===== config.mk =====
export PLATFORM = sky130hd
export DESIGN_NAME = relay_map
export DESIGN_NICKNAME = d
export VERILOG_FILES = /design/src/rtl/relay_map_pkg.sv /design/src/rtl/idle_watchdog.sv /design/src/rtl/config_store.sv /design/src/rtl/relay_map.sv
export SDC_FILE = /design/constraint.sdc
export NUM_CORES = 2
export LEC_CHECK = 0
export BUFFER_PORTS_ARGS = -buffer_cell sky130_fd_sc_hd__buf_2
export CAP_MARGIN = 10
export CORE_MARGIN = 2
export CORE_UTILIZATION = 44
export CTS_CLUSTER_DIAMETER = 60
export CTS_CLUSTER_SIZE = 10
export DETAILED_ROUTE_END_ITERATION = 16
export MAX_ROUTING_LAYER = met4
export SYNTH_ARGS = -nofsm -noshare
export SYNTH_HDL_FRONTEND = slang
export SYNTH_SLANG_ARGS = --single-unit
export TNS_END_PERCENT = 1

===== constraint.sdc =====
create_clock -name ref_clk_i -period 3.13 [get_ports ref_clk_i]
set_input_delay 0.626 -clock ref_clk_i [delete_from_list [all_inputs] [get_ports ref_clk_i]]
set_output_delay 0.626 -clock ref_clk_i [all_outputs]
set_load 0.005 [all_outputs]

===== src/rtl/relay_map_pkg.sv =====
`default_nettype none

package relay_map_pkg;

	// ----------------------------------------------------------------
	// Function codes and exception codes
	// ----------------------------------------------------------------
	localparam logic [7:0] FN_READ_REG = 8'h03;
	localparam logic [7:0] FN_WRITE_COIL = 8'h05;
	localparam logic [7:0] FN_WRITE_REG = 8'h06;
	localparam logic [7:0] FN_WRITE_MULTI = 8'h10;
	localparam logic [7:0] EXC_NONE = 8'h00;
	localparam logic [7:0] EXC_ILL_FUNC = 8'h01;
	localparam logic [7:0] EXC_ILL_ADDR = 8'h02;
	localparam logic [7:0] EXC_ILL_VALUE = 8'h03;

	// ----------------------------------------------------------------
	// Map, in one-based numbers; frame address is number minus one
	// ----------------------------------------------------------------
	localparam logic [15:0] NUM_TO_ADDR = 16'h0001;
	localparam logic [15:0] RELAY_REG_NUM = 16'h0001;
	localparam logic [15:0] CFG_FIRST_NUM = 16'h0101;
	localparam logic [15:0] CFG_LAST_NUM = 16'h0200;
	localparam logic [15:0] COIL_FIRST_NUM = 16'h0001;
	localparam logic [15:0] COIL_LAST_NUM = 16'h0006;
	localparam logic [15:0] COIL_ON = 16'hff00;
	localparam logic [15:0] COIL_OFF = 16'h0000;
	localparam int NUM_RELAYS = 6;

	// ----------------------------------------------------------------
	// Configuration area layout, byte indices
	// ----------------------------------------------------------------
	localparam int CFG_BYTES = 256;
	localparam logic [7:0] IDX_TYPE = 8'h00;
	localparam logic [7:0] IDX_VERSION = 8'h01;
	localparam logic [7:0] IDX_SERIAL_HI = 8'h02;
	localparam logic [7:0] IDX_SERIAL_LO = 8'h03;
	localparam logic [7:0] IDX_ID_LAST = 8'h03;
	localparam logic [7:0] IDX_OTP_LAST = 8'h0f;
	localparam logic [7:0] IDX_STARTUP = 8'h10;
	localparam logic [7:0] IDX_MODE = 8'h11;
	localparam logic [7:0] IDX_STATION = 8'h12;
	localparam int MODE_BAUD_BIT = 0;
	localparam int MODE_PARITY_BIT = 7;
	localparam logic [7:0] ERASED = 8'hff;
	localparam logic [7:0] STARTUP_RESET = 8'h00;
	localparam logic [7:0] MODE_RESET = 8'h00;
	localparam logic [7:0] FREE_RESET = 8'h00;

	// ----------------------------------------------------------------
	// Jumper defaults and timing
	// ----------------------------------------------------------------
	localparam logic [7:0] JUMPER_STATION = 8'hff;
	localparam logic JUMPER_BAUD_9600 = 1'b0;
	localparam logic JUMPER_PARITY_NONE = 1'b0;
	localparam int CLK_HZ = 10_000_000;
	localparam int IDLE_TIME_MS = 5000;
	localparam int IDLE_CYCLES = IDLE_TIME_MS * (CLK_HZ / 1000);

endpackage : relay_map_pkg

`default_nettype wire


===== src/rtl/idle_watchdog.sv =====
`default_nettype none

module idle_watchdog #(
	parameter int IDLE_CYCLES = relay_map_pkg::IDLE_CYCLES
) (
	input wire logic ref_clk_i,
	input wire logic nrst_i,
	input wire logic frame_ok_i,
	output logic expire_o
);

	localparam int CW = $clog2(IDLE_CYCLES + 1);
	localparam logic [CW-1:0] LAST = CW'(IDLE_CYCLES - 1);

	typedef struct packed {
		logic [CW-1:0] cnt;
		logic expire;
	} wd_state_t;

	wd_state_t st_r;
	wd_state_t st_nxt;

	always_comb begin
		st_nxt = st_r;
		st_nxt.expire = 1'b0;
		if (frame_ok_i) begin
			st_nxt.cnt = '0;
		end else if (st_r.cnt == LAST) begin
			st_nxt.cnt = '0;
			st_nxt.expire = 1'b1;
		end else begin
			st_nxt.cnt = st_r.cnt + CW'(1);
		end
	end

	always_ff @(posedge ref_clk_i or negedge nrst_i) begin
		if (!nrst_i) begin
			st_r <= '0;
		end else begin
			st_r <= st_nxt;
		end
	end

	assign expire_o = st_r.expire;
endmodule : idle_watchdog

`default_nettype wire


===== src/rtl/config_store.sv =====
`default_nettype none

module config_store #(
	parameter logic [7:0] DEVICE_TYPE = 8'h5a, // Arbitrary value
	parameter logic [7:0] FW_VERSION = 8'h02,
	parameter logic [7:0] SERIAL_HI = 8'h00, // Arbitrary value
	parameter logic [7:0] SERIAL_LO = 8'h00, // Arbitrary value
	parameter logic [7:0] STATION_RESET = 8'h01
) (
	input wire logic ref_clk_i,
	input wire logic nrst_i,
	input wire logic we_i,
	input wire logic [7:0] idx_i,
	input wire logic [7:0] wdata_i,
	output logic [7:0] rd_data_o,
	output logic [7:0] startup_o,
	output logic [7:0] mode_o,
	output logic [7:0] station_o
);

	typedef logic [relay_map_pkg::CFG_BYTES-1:0][7:0] mem_t;
	typedef struct packed {
		mem_t mem;
	} cfg_state_t;

	function automatic mem_t init_mem();
		mem_t m;
		for (int i = 0; i < relay_map_pkg::CFG_BYTES; i++) begin
			m[i] = relay_map_pkg::FREE_RESET;
			if (i <= int'(relay_map_pkg::IDX_OTP_LAST)) begin
				m[i] = relay_map_pkg::ERASED;
			end
		end
		m[relay_map_pkg::IDX_TYPE] = DEVICE_TYPE;
		m[relay_map_pkg::IDX_VERSION] = FW_VERSION;
		m[relay_map_pkg::IDX_SERIAL_HI] = SERIAL_HI;
		m[relay_map_pkg::IDX_SERIAL_LO] = SERIAL_LO;
		m[relay_map_pkg::IDX_STARTUP] = relay_map_pkg::STARTUP_RESET;
		m[relay_map_pkg::IDX_MODE] = relay_map_pkg::MODE_RESET;
		m[relay_map_pkg::IDX_STATION] = STATION_RESET;
		return m;
	endfunction : init_mem

	localparam mem_t INIT = init_mem();

	cfg_state_t st_r;
	cfg_state_t st_nxt;
	logic writable;

	always_comb begin
		st_nxt = st_r;
		// Identity bytes never change, rest of low area only once
		writable = (idx_i > relay_map_pkg::IDX_ID_LAST) &&
			((idx_i > relay_map_pkg::IDX_OTP_LAST) ||
			(st_r.mem[idx_i] == relay_map_pkg::ERASED));
		if (we_i && writable) begin
			st_nxt.mem[idx_i] = wdata_i;
		end
	end

	always_ff @(posedge ref_clk_i or negedge nrst_i) begin
		if (!nrst_i) begin
			st_r <= '{mem: INIT};
		end else begin
			st_r <= st_nxt;
		end
	end

	assign rd_data_o = st_r.mem[idx_i];
	assign startup_o = st_r.mem[relay_map_pkg::IDX_STARTUP];
	assign mode_o = st_r.mem[relay_map_pkg::IDX_MODE];
	assign station_o = st_r.mem[relay_map_pkg::IDX_STATION];
endmodule : config_store

`default_nettype wire


===== src/rtl/relay_map.sv =====
// Notes on behaviour
// Jumper forces defaults within 5 s
// 5 s idle reloads stored serial setup
// Jumper: 19200 even, station 255
// Full 64k space; unmapped answers exception
// Only coils and registers; no discrete reads
// Frame address is number minus one
// Coils 1..6 drive relays; others rejected
// Register 1 write sets all relays
// Coil/register writes; register read returns relays
// 256 config bytes at registers 257..512
// First 16 bytes writable only while 0xff
// Low area: type, version, serial, installer
// Mode bit0 9600, bit7 no parity
// Next register holds station address
// Startup byte resets zero, sets relays
// Identity bytes are read-only
`default_nettype none

module relay_map #(
	parameter int IDLE_CYCLES = relay_map_pkg::IDLE_CYCLES,
	parameter logic [7:0] DEVICE_TYPE = 8'h5a, // Arbitrary value
	parameter logic [7:0] FW_VERSION = 8'h02,
	parameter logic [7:0] SERIAL_HI = 8'h00, // Arbitrary value
	parameter logic [7:0] SERIAL_LO = 8'h00, // Arbitrary value
	parameter logic [7:0] STATION_RESET = 8'h01
) (
	input wire logic ref_clk_i,
	input wire logic nrst_i,
	input wire logic default_config_jumper_i,
	input wire logic frame_ok_i,
	input wire logic req_valid_i,
	input wire logic [7:0] req_func_i,
	input wire logic [15:0] req_addr_i,
	input wire logic [15:0] req_data_i,
	output logic rsp_valid_o,
	output logic rsp_exc_o,
	output logic [7:0] rsp_exc_code_o,
	output logic [15:0] rsp_data_o,
	output logic [5:0] relay_o,
	output logic baud_9600_o,
	output logic parity_none_o,
	output logic [7:0] station_addr_o,
	output logic serial_reset_o
);

	// ----------------------------------------------------------------
	// Address decoding
	// ----------------------------------------------------------------
	localparam logic [15:0] RELAY_ADDR =
		relay_map_pkg::RELAY_REG_NUM - relay_map_pkg::NUM_TO_ADDR;
	localparam logic [15:0] CFG_FIRST =
		relay_map_pkg::CFG_FIRST_NUM - relay_map_pkg::NUM_TO_ADDR;
	localparam logic [15:0] CFG_LAST =
		relay_map_pkg::CFG_LAST_NUM - relay_map_pkg::NUM_TO_ADDR;
	localparam logic [15:0] COIL_FIRST =
		relay_map_pkg::COIL_FIRST_NUM - relay_map_pkg::NUM_TO_ADDR;
	localparam logic [15:0] COIL_LAST =
		relay_map_pkg::COIL_LAST_NUM - relay_map_pkg::NUM_TO_ADDR;

	function automatic logic is_cfg(input logic [15:0] a);
		return (a >= CFG_FIRST) && (a <= CFG_LAST);
	endfunction : is_cfg

	function automatic logic [7:0] cfg_idx(input logic [15:0] a);
		logic [15:0] d;
		d = a - CFG_FIRST;
		return d[7:0];
	endfunction : cfg_idx

	// ----------------------------------------------------------------
	// State
	// ----------------------------------------------------------------
	typedef enum logic [1:0] {
		ST_BOOT = 2'b00,
		ST_RUN = 2'b01
	} phase_t;

	typedef struct packed {
		phase_t phase;
		logic jmp_s1;
		logic jmp_s2;
		logic jmp_prev;
		logic [5:0] relays;
		logic rsp_valid;
		logic rsp_exc;
		logic [7:0] rsp_code;
		logic [15:0] rsp_data;
		logic baud_9600;
		logic parity_none;
		logic [7:0] station;
		logic ser_rst;
	} map_state_t;

	map_state_t st_r;
	map_state_t st_nxt;
	logic cfg_we;
	logic [7:0] cfg_wdata;
	logic [7:0] cfg_rd;
	logic [7:0] cfg_startup;
	logic [7:0] cfg_mode;
	logic [7:0] cfg_station;
	logic idle_expire;
	logic reload;

	config_store #(
		.DEVICE_TYPE(DEVICE_TYPE),
		.FW_VERSION(FW_VERSION),
		.SERIAL_HI(SERIAL_HI),
		.SERIAL_LO(SERIAL_LO),
		.STATION_RESET(STATION_RESET)
	) u_cfg (
		.ref_clk_i(ref_clk_i),
		.nrst_i(nrst_i),
		.we_i(cfg_we),
		.idx_i(cfg_idx(req_addr_i)),
		.wdata_i(cfg_wdata),
		.rd_data_o(cfg_rd),
		.startup_o(cfg_startup),
		.mode_o(cfg_mode),
		.station_o(cfg_station)
	);

	idle_watchdog #(
		.IDLE_CYCLES(IDLE_CYCLES)
	) u_idle (
		.ref_clk_i(ref_clk_i),
		.nrst_i(nrst_i),
		.frame_ok_i(frame_ok_i),
		.expire_o(idle_expire)
	);

	// ----------------------------------------------------------------
	// Next state
	// ----------------------------------------------------------------
	always_comb begin
		st_nxt = st_r;
		cfg_we = 1'b0;
		cfg_wdata = req_data_i[7:0];
		st_nxt.jmp_s1 = default_config_jumper_i;
		st_nxt.jmp_s2 = st_r.jmp_s1;
		st_nxt.jmp_prev = st_r.jmp_s2;
		st_nxt.rsp_valid = 1'b0;
		// Serial setup: jumper overrides, else reload at boot, on idle or removal
		st_nxt.ser_rst = idle_expire || (st_r.jmp_s2 != st_r.jmp_prev);
		reload = (st_r.phase == ST_BOOT) || idle_expire ||
			(st_r.jmp_prev && !st_r.jmp_s2);
		if (st_r.jmp_s2) begin
			st_nxt.baud_9600 = relay_map_pkg::JUMPER_BAUD_9600;
			st_nxt.parity_none = relay_map_pkg::JUMPER_PARITY_NONE;
			st_nxt.station = relay_map_pkg::JUMPER_STATION;
		end else if (reload) begin
			st_nxt.baud_9600 =
				cfg_mode[relay_map_pkg::MODE_BAUD_BIT];
			st_nxt.parity_none = cfg_mode[relay_map_pkg::MODE_PARITY_BIT];
			st_nxt.station = cfg_station;
		end
		case (st_r.phase)
			ST_BOOT: begin
				st_nxt.relays = cfg_startup[5:0];
				st_nxt.phase = ST_RUN;
			end
			ST_RUN: begin
				if (req_valid_i) begin
					st_nxt.rsp_valid = 1'b1;
					st_nxt.rsp_exc = 1'b0;
					st_nxt.rsp_code = relay_map_pkg::EXC_NONE;
					st_nxt.rsp_data = req_data_i;
					case (req_func_i)
						relay_map_pkg::FN_READ_REG: begin
							if (req_addr_i == RELAY_ADDR) begin
								st_nxt.rsp_data = {10'h000, st_r.relays};
							end else if (is_cfg(req_addr_i)) begin
								st_nxt.rsp_data = {8'h00, cfg_rd};
							end else begin
								st_nxt.rsp_exc = 1'b1;
								st_nxt.rsp_code = relay_map_pkg::EXC_ILL_ADDR;
							end
						end
						relay_map_pkg::FN_WRITE_COIL: begin
							if (req_addr_i < COIL_FIRST || req_addr_i > COIL_LAST) begin
								st_nxt.rsp_exc = 1'b1;
								st_nxt.rsp_code = relay_map_pkg::EXC_ILL_ADDR;
							end else if (req_data_i == relay_map_pkg::COIL_ON) begin
								st_nxt.relays[req_addr_i[2:0]] = 1'b1;
							end else if (req_data_i == relay_map_pkg::COIL_OFF) begin
								st_nxt.relays[req_addr_i[2:0]] = 1'b0;
							end else begin
								st_nxt.rsp_exc = 1'b1;
								st_nxt.rsp_code = relay_map_pkg::EXC_ILL_VALUE;
							end
						end
						relay_map_pkg::FN_WRITE_REG,
						relay_map_pkg::FN_WRITE_MULTI: begin
							if (req_addr_i == RELAY_ADDR) begin
								st_nxt.relays = req_data_i[5:0];
							end else if (is_cfg(req_addr_i)) begin
								cfg_we = 1'b1;
							end else begin
								st_nxt.rsp_exc = 1'b1;
								st_nxt.rsp_code = relay_map_pkg::EXC_ILL_ADDR;
							end
						end
						default: begin
							st_nxt.rsp_exc = 1'b1;
							st_nxt.rsp_code = relay_map_pkg::EXC_ILL_FUNC;
						end
					endcase
				end
			end
			default: begin
				st_nxt.phase = ST_BOOT;
			end
		endcase
	end

	always_ff @(posedge ref_clk_i or negedge nrst_i) begin
		if (!nrst_i) begin
			st_r <= '{phase: ST_BOOT, rsp_code: relay_map_pkg::EXC_NONE,
				station: relay_map_pkg::JUMPER_STATION, default: '0};
		end else begin
			st_r <= st_nxt;
		end
	end

	// ----------------------------------------------------------------
	// Outputs
	// ----------------------------------------------------------------
	assign rsp_valid_o = st_r.rsp_valid;
	assign rsp_exc_o = st_r.rsp_exc;
	assign rsp_exc_code_o = st_r.rsp_code;
	assign rsp_data_o = st_r.rsp_data;
	assign relay_o = st_r.relays;
	assign baud_9600_o = st_r.baud_9600;
	assign parity_none_o = st_r.parity_none;
	assign station_addr_o = st_r.station;
	assign serial_reset_o = st_r.ser_rst;
endmodule : relay_map

`default_nettype wire


==> results.ini <==
[grt]
grt_usage_pct = 27.3
first_global_vias = 63300
grt-ovfl-total = 0
grt_max_degree = 182
antenna_found_initial = 13
grt_pass1_wl_mm = 440

[cts]
htree_levels = 4
clkLatencyLatePin_ps = 880
cts_made_buffers = 235
cts_tree = yes
cts_root_buffer = clkbuf_16
clk_pin_slew_worst_paths_ps = 60
cts_sinks = 2116
clockBufferDepth = 3

[sta]
setup_slack_ps = -362
tightestPinTransition_ps = 1250
fmax_mhz = 286
rsz0062_at_grt = yes
maxSlewViolCount = 0
hold_viol = 0
worst_clock_skew_ps = 52.7
slew_headroom_pct = 16.5
finalCriticalPeriod_ps = 3490
whs_ps = 58.2
fin_setup_tns_ps = -27350
setup_viol = 101
period_share_pct = 112

[placed_design]
dp.cells = 9956
placed_cell_area_um2 = 108000
gp_congestion = 0.921
hpwl_mm = 200
pre_cts_ws_ps = -1850
port_buffers = 81

[logic_synthesis]
synth_area_per_cell_um2 = 15.0
yosysUniqueCellTypes = 86
synth-seq-cells = 2116
synth-async-reset-ratio_pct = 100
synth.top_cell.area_share_pct = 51.5
yosysSeqAreaShare_pct = 54.4
synthesis.area_um2 = 97500
synthTopCellsByArea = dfrtp_1, mux2_2, mux4_2
yosysTopAreaCell = dfrtp_1
synth_ff_type = dfrtp_1
synth_edf_count = 0
synthCells = 6501
ys.warnings.count = 0

[pwr]
seqPwrFrac_pct = 49.3
clockPowerShare_pct = 44.3
power.leakage_nw = 56.2
power_switching_mw = 13.3
internal-power_mw = 42.4
vdd_drop_max_v = 0.000493
pwr-share-comb_pct = 6.3
p_per_area_nw_per_um2 = 480
switching_share_pct = 23.9

[final_layout]
layout-drive-gt1-share_pct = 55.1
layout_common_cells = mux2_2, dfrtp_1, buf_4, mux4_2, nand2_1
final_area_um2 = 116000
stdcell_count = 10300
nets = 7356
final_common_cell = mux2_2
area_growth_pct = 18.8

[worst_setup_path]
worstSetupPathType = in2reg
r2r_end = u_cfg.st_r[122]
endpoint = u_cfg.st_r[122]
reg2reg_slack_ps = -270
worst_path_largest_cell_delay_ps = 570
critPathLaunchType = input pin
crit_chain = buf_16 > buf_12 > buf_16 > buf_16 > mux4_2 > a22oi_1 > nand3_1 > a221o_1 > a2111o_1 > o211ai_4 > buf_6 > buf_4 > nor4_4 > buf_4 > mux2_2
slowest_stage = a2111o_1
cp_max_fo = 14
crit_required_ps = 3930
critPathLaunch = req_addr_i[0]
r2r_cells = 11
r2r_start = u_cfg.st_r[720]
cpMostUsedCell = buf_16
setup.worst_path.end_class = flip-flop
cp.arrival_ps = 4290

[routing]
first_pass_iters = 5
drc = 0
wirelength_mm = 298
num_vias = 60900
wl_per_cell_um = 28.8
viasPerCell = 5.89
drtIter0Drc = 4946
postRouteAntennaNets = 0

[floorplan]
start_util_pct = 44.3
die-area_um2 = 225000
core_area_um2 = 220000
io_pins = 88
die_w_um = 475
die_height_um = 475
placementRows = 172

[flow_run]
cap_violations = 0

[hold_path]
hp-class = in2reg

[run_status]
violations = setup timing
status = finished, violations left

-- layout make-up --
| type | instances | area [µm²] |
|---|---|---|
| Multi-Input combinational cell | 3829 | 41900 |
| Timing Repair Buffer | 1121 | 10700 |
| Fill cell | 18300 | 104000 |
| Clock buffer | 281 | 6140 |
| Inverter | 6 | 23.8 |
| Sequential cell | 2116 | 53100 |
| Tap cell | 2958 | 3700 |
| Clock inverter | 21 | 329 |
| Antenna cell | 9 | 22.5 |
-- flip-flops by register name, indices dropped and copies added (netlist names) --
register         cells
u_idle.expire_o      1
rsp_valid_o          1
rsp_exc_code_o       2
parity_none_o        1
rsp_exc_o            1
u_cfg.station_o      8
baud_9600_o          1
u_cfg.startup_o      8
u_idle.st_r         26
rsp_data_o          16
u_cfg.st_r        2024
relay_o              6
station_addr_o       8
st_nxt               2
u_cfg.mode_o         8
st_r                 2
serial_reset_o       1
-- kinds of logic after synthesis --
logic type | synth area share [%]
mux | 35.5
flops | 54.4
simple gates | 3.70
buf+inv | 3.21
compound gates | 2.90
xor+xnor | 0.198
fa+ha+maj | 0.0257
other cells | 0.00770
-- through the flow --
stage          power, mW  util, %
5_1_grt             57.6     52.7
4_1_cts             56.1     52.3
2_1_floorplan       29.4        -
3_5_place_dp        31.3     49.2
3_3_place_gp        31.3     49.2
6_report            55.6     52.7
-- layer usage --
| layer | global-route usage, % | wire length, µm | vias up |
|---|---|---|---|
| met4 | 9.56 | 11600 | 0 |
| met1 | 37.1 | 131000 | 32900 |
| met3 | 4.74 | 17800 | 503 |
| met2 | 41.3 | 138000 | 1822 |
| li1 | - | - | 25700 |
| met5 | - | 0 | - |
-- power by group through the flow --
| stage | registers (mW) | logic, mW | clock network, mW |
|---|---|---|---|
| 2_1_floorplan | 27.9 | 1.44 | 0 |
| 3_3_place_gp | 27.9 | 3.38 | 0 |
| 3_5_place_dp | 27.9 | 3.41 | 0 |
| 4_1_cts | 27.5 | 3.46 | 25.2 |
| 5_1_grt | 27.4 | 3.74 | 26.4 |
| 6_report | 27.5 | 3.52 | 24.7 |
-- worst max-delay path, delay by kind of cell --
family                 cells  cell delay, ps
buffers and inverters      7            1070
AND/OR/NAND/NOR            2             200
multiplexers               2             800
AO/OA/AOI/OAI              4            1520
-- what timing repair did --
item                                   in CTS  in global routing
pin swaps                                   5                 20
buffers inserted                           12                 54
setup endpoints to repair                 103                103
gates resized for setup                    38                 71
gates cloned                                0                  4
hold buffers                                8                  0
endpoints found under the hold margin      17                  0
-- how the worst min path moves through the flow --
| stage | startpoint | slack (ps) | end | cells after the start |
|---|---|---|---|---|
| 2_1_floorplan | nrst_i | 330 | baud_9600_o | 0 |
| 3_3_place_gp | st_nxt[44] | 340 | st_nxt[43] | 0 |
| 3_5_place_dp | st_nxt[44] | 340 | st_nxt[43] | 0 |
| 4_1_cts | req_data_i[5] | 0.5 | u_cfg.st_r[621] | 2 |
| 5_1_grt | req_data_i[10] | 20 | rsp_data_o[10] | 3 |
| 6_report | req_data_i[10] | 60 | rsp_data_o[10] | 3 |
-- synth_stat cells (all sizes together), types with 19 or more instances --
master / number
o21ai: 34
a22oi: 167
nor4: 38
buf: 213
nand2b: 27
nor2: 139
mux4: 443
nor2b: 19
nand4: 22
dfstp: 110
a21oi: 90
mux2i: 184
nor3: 45
clkbuf: 338
dfrtp: 2006
nand3: 47
mux2: 2028
nand2: 335
No activity file was read; power rests on OpenSTA's default activity.
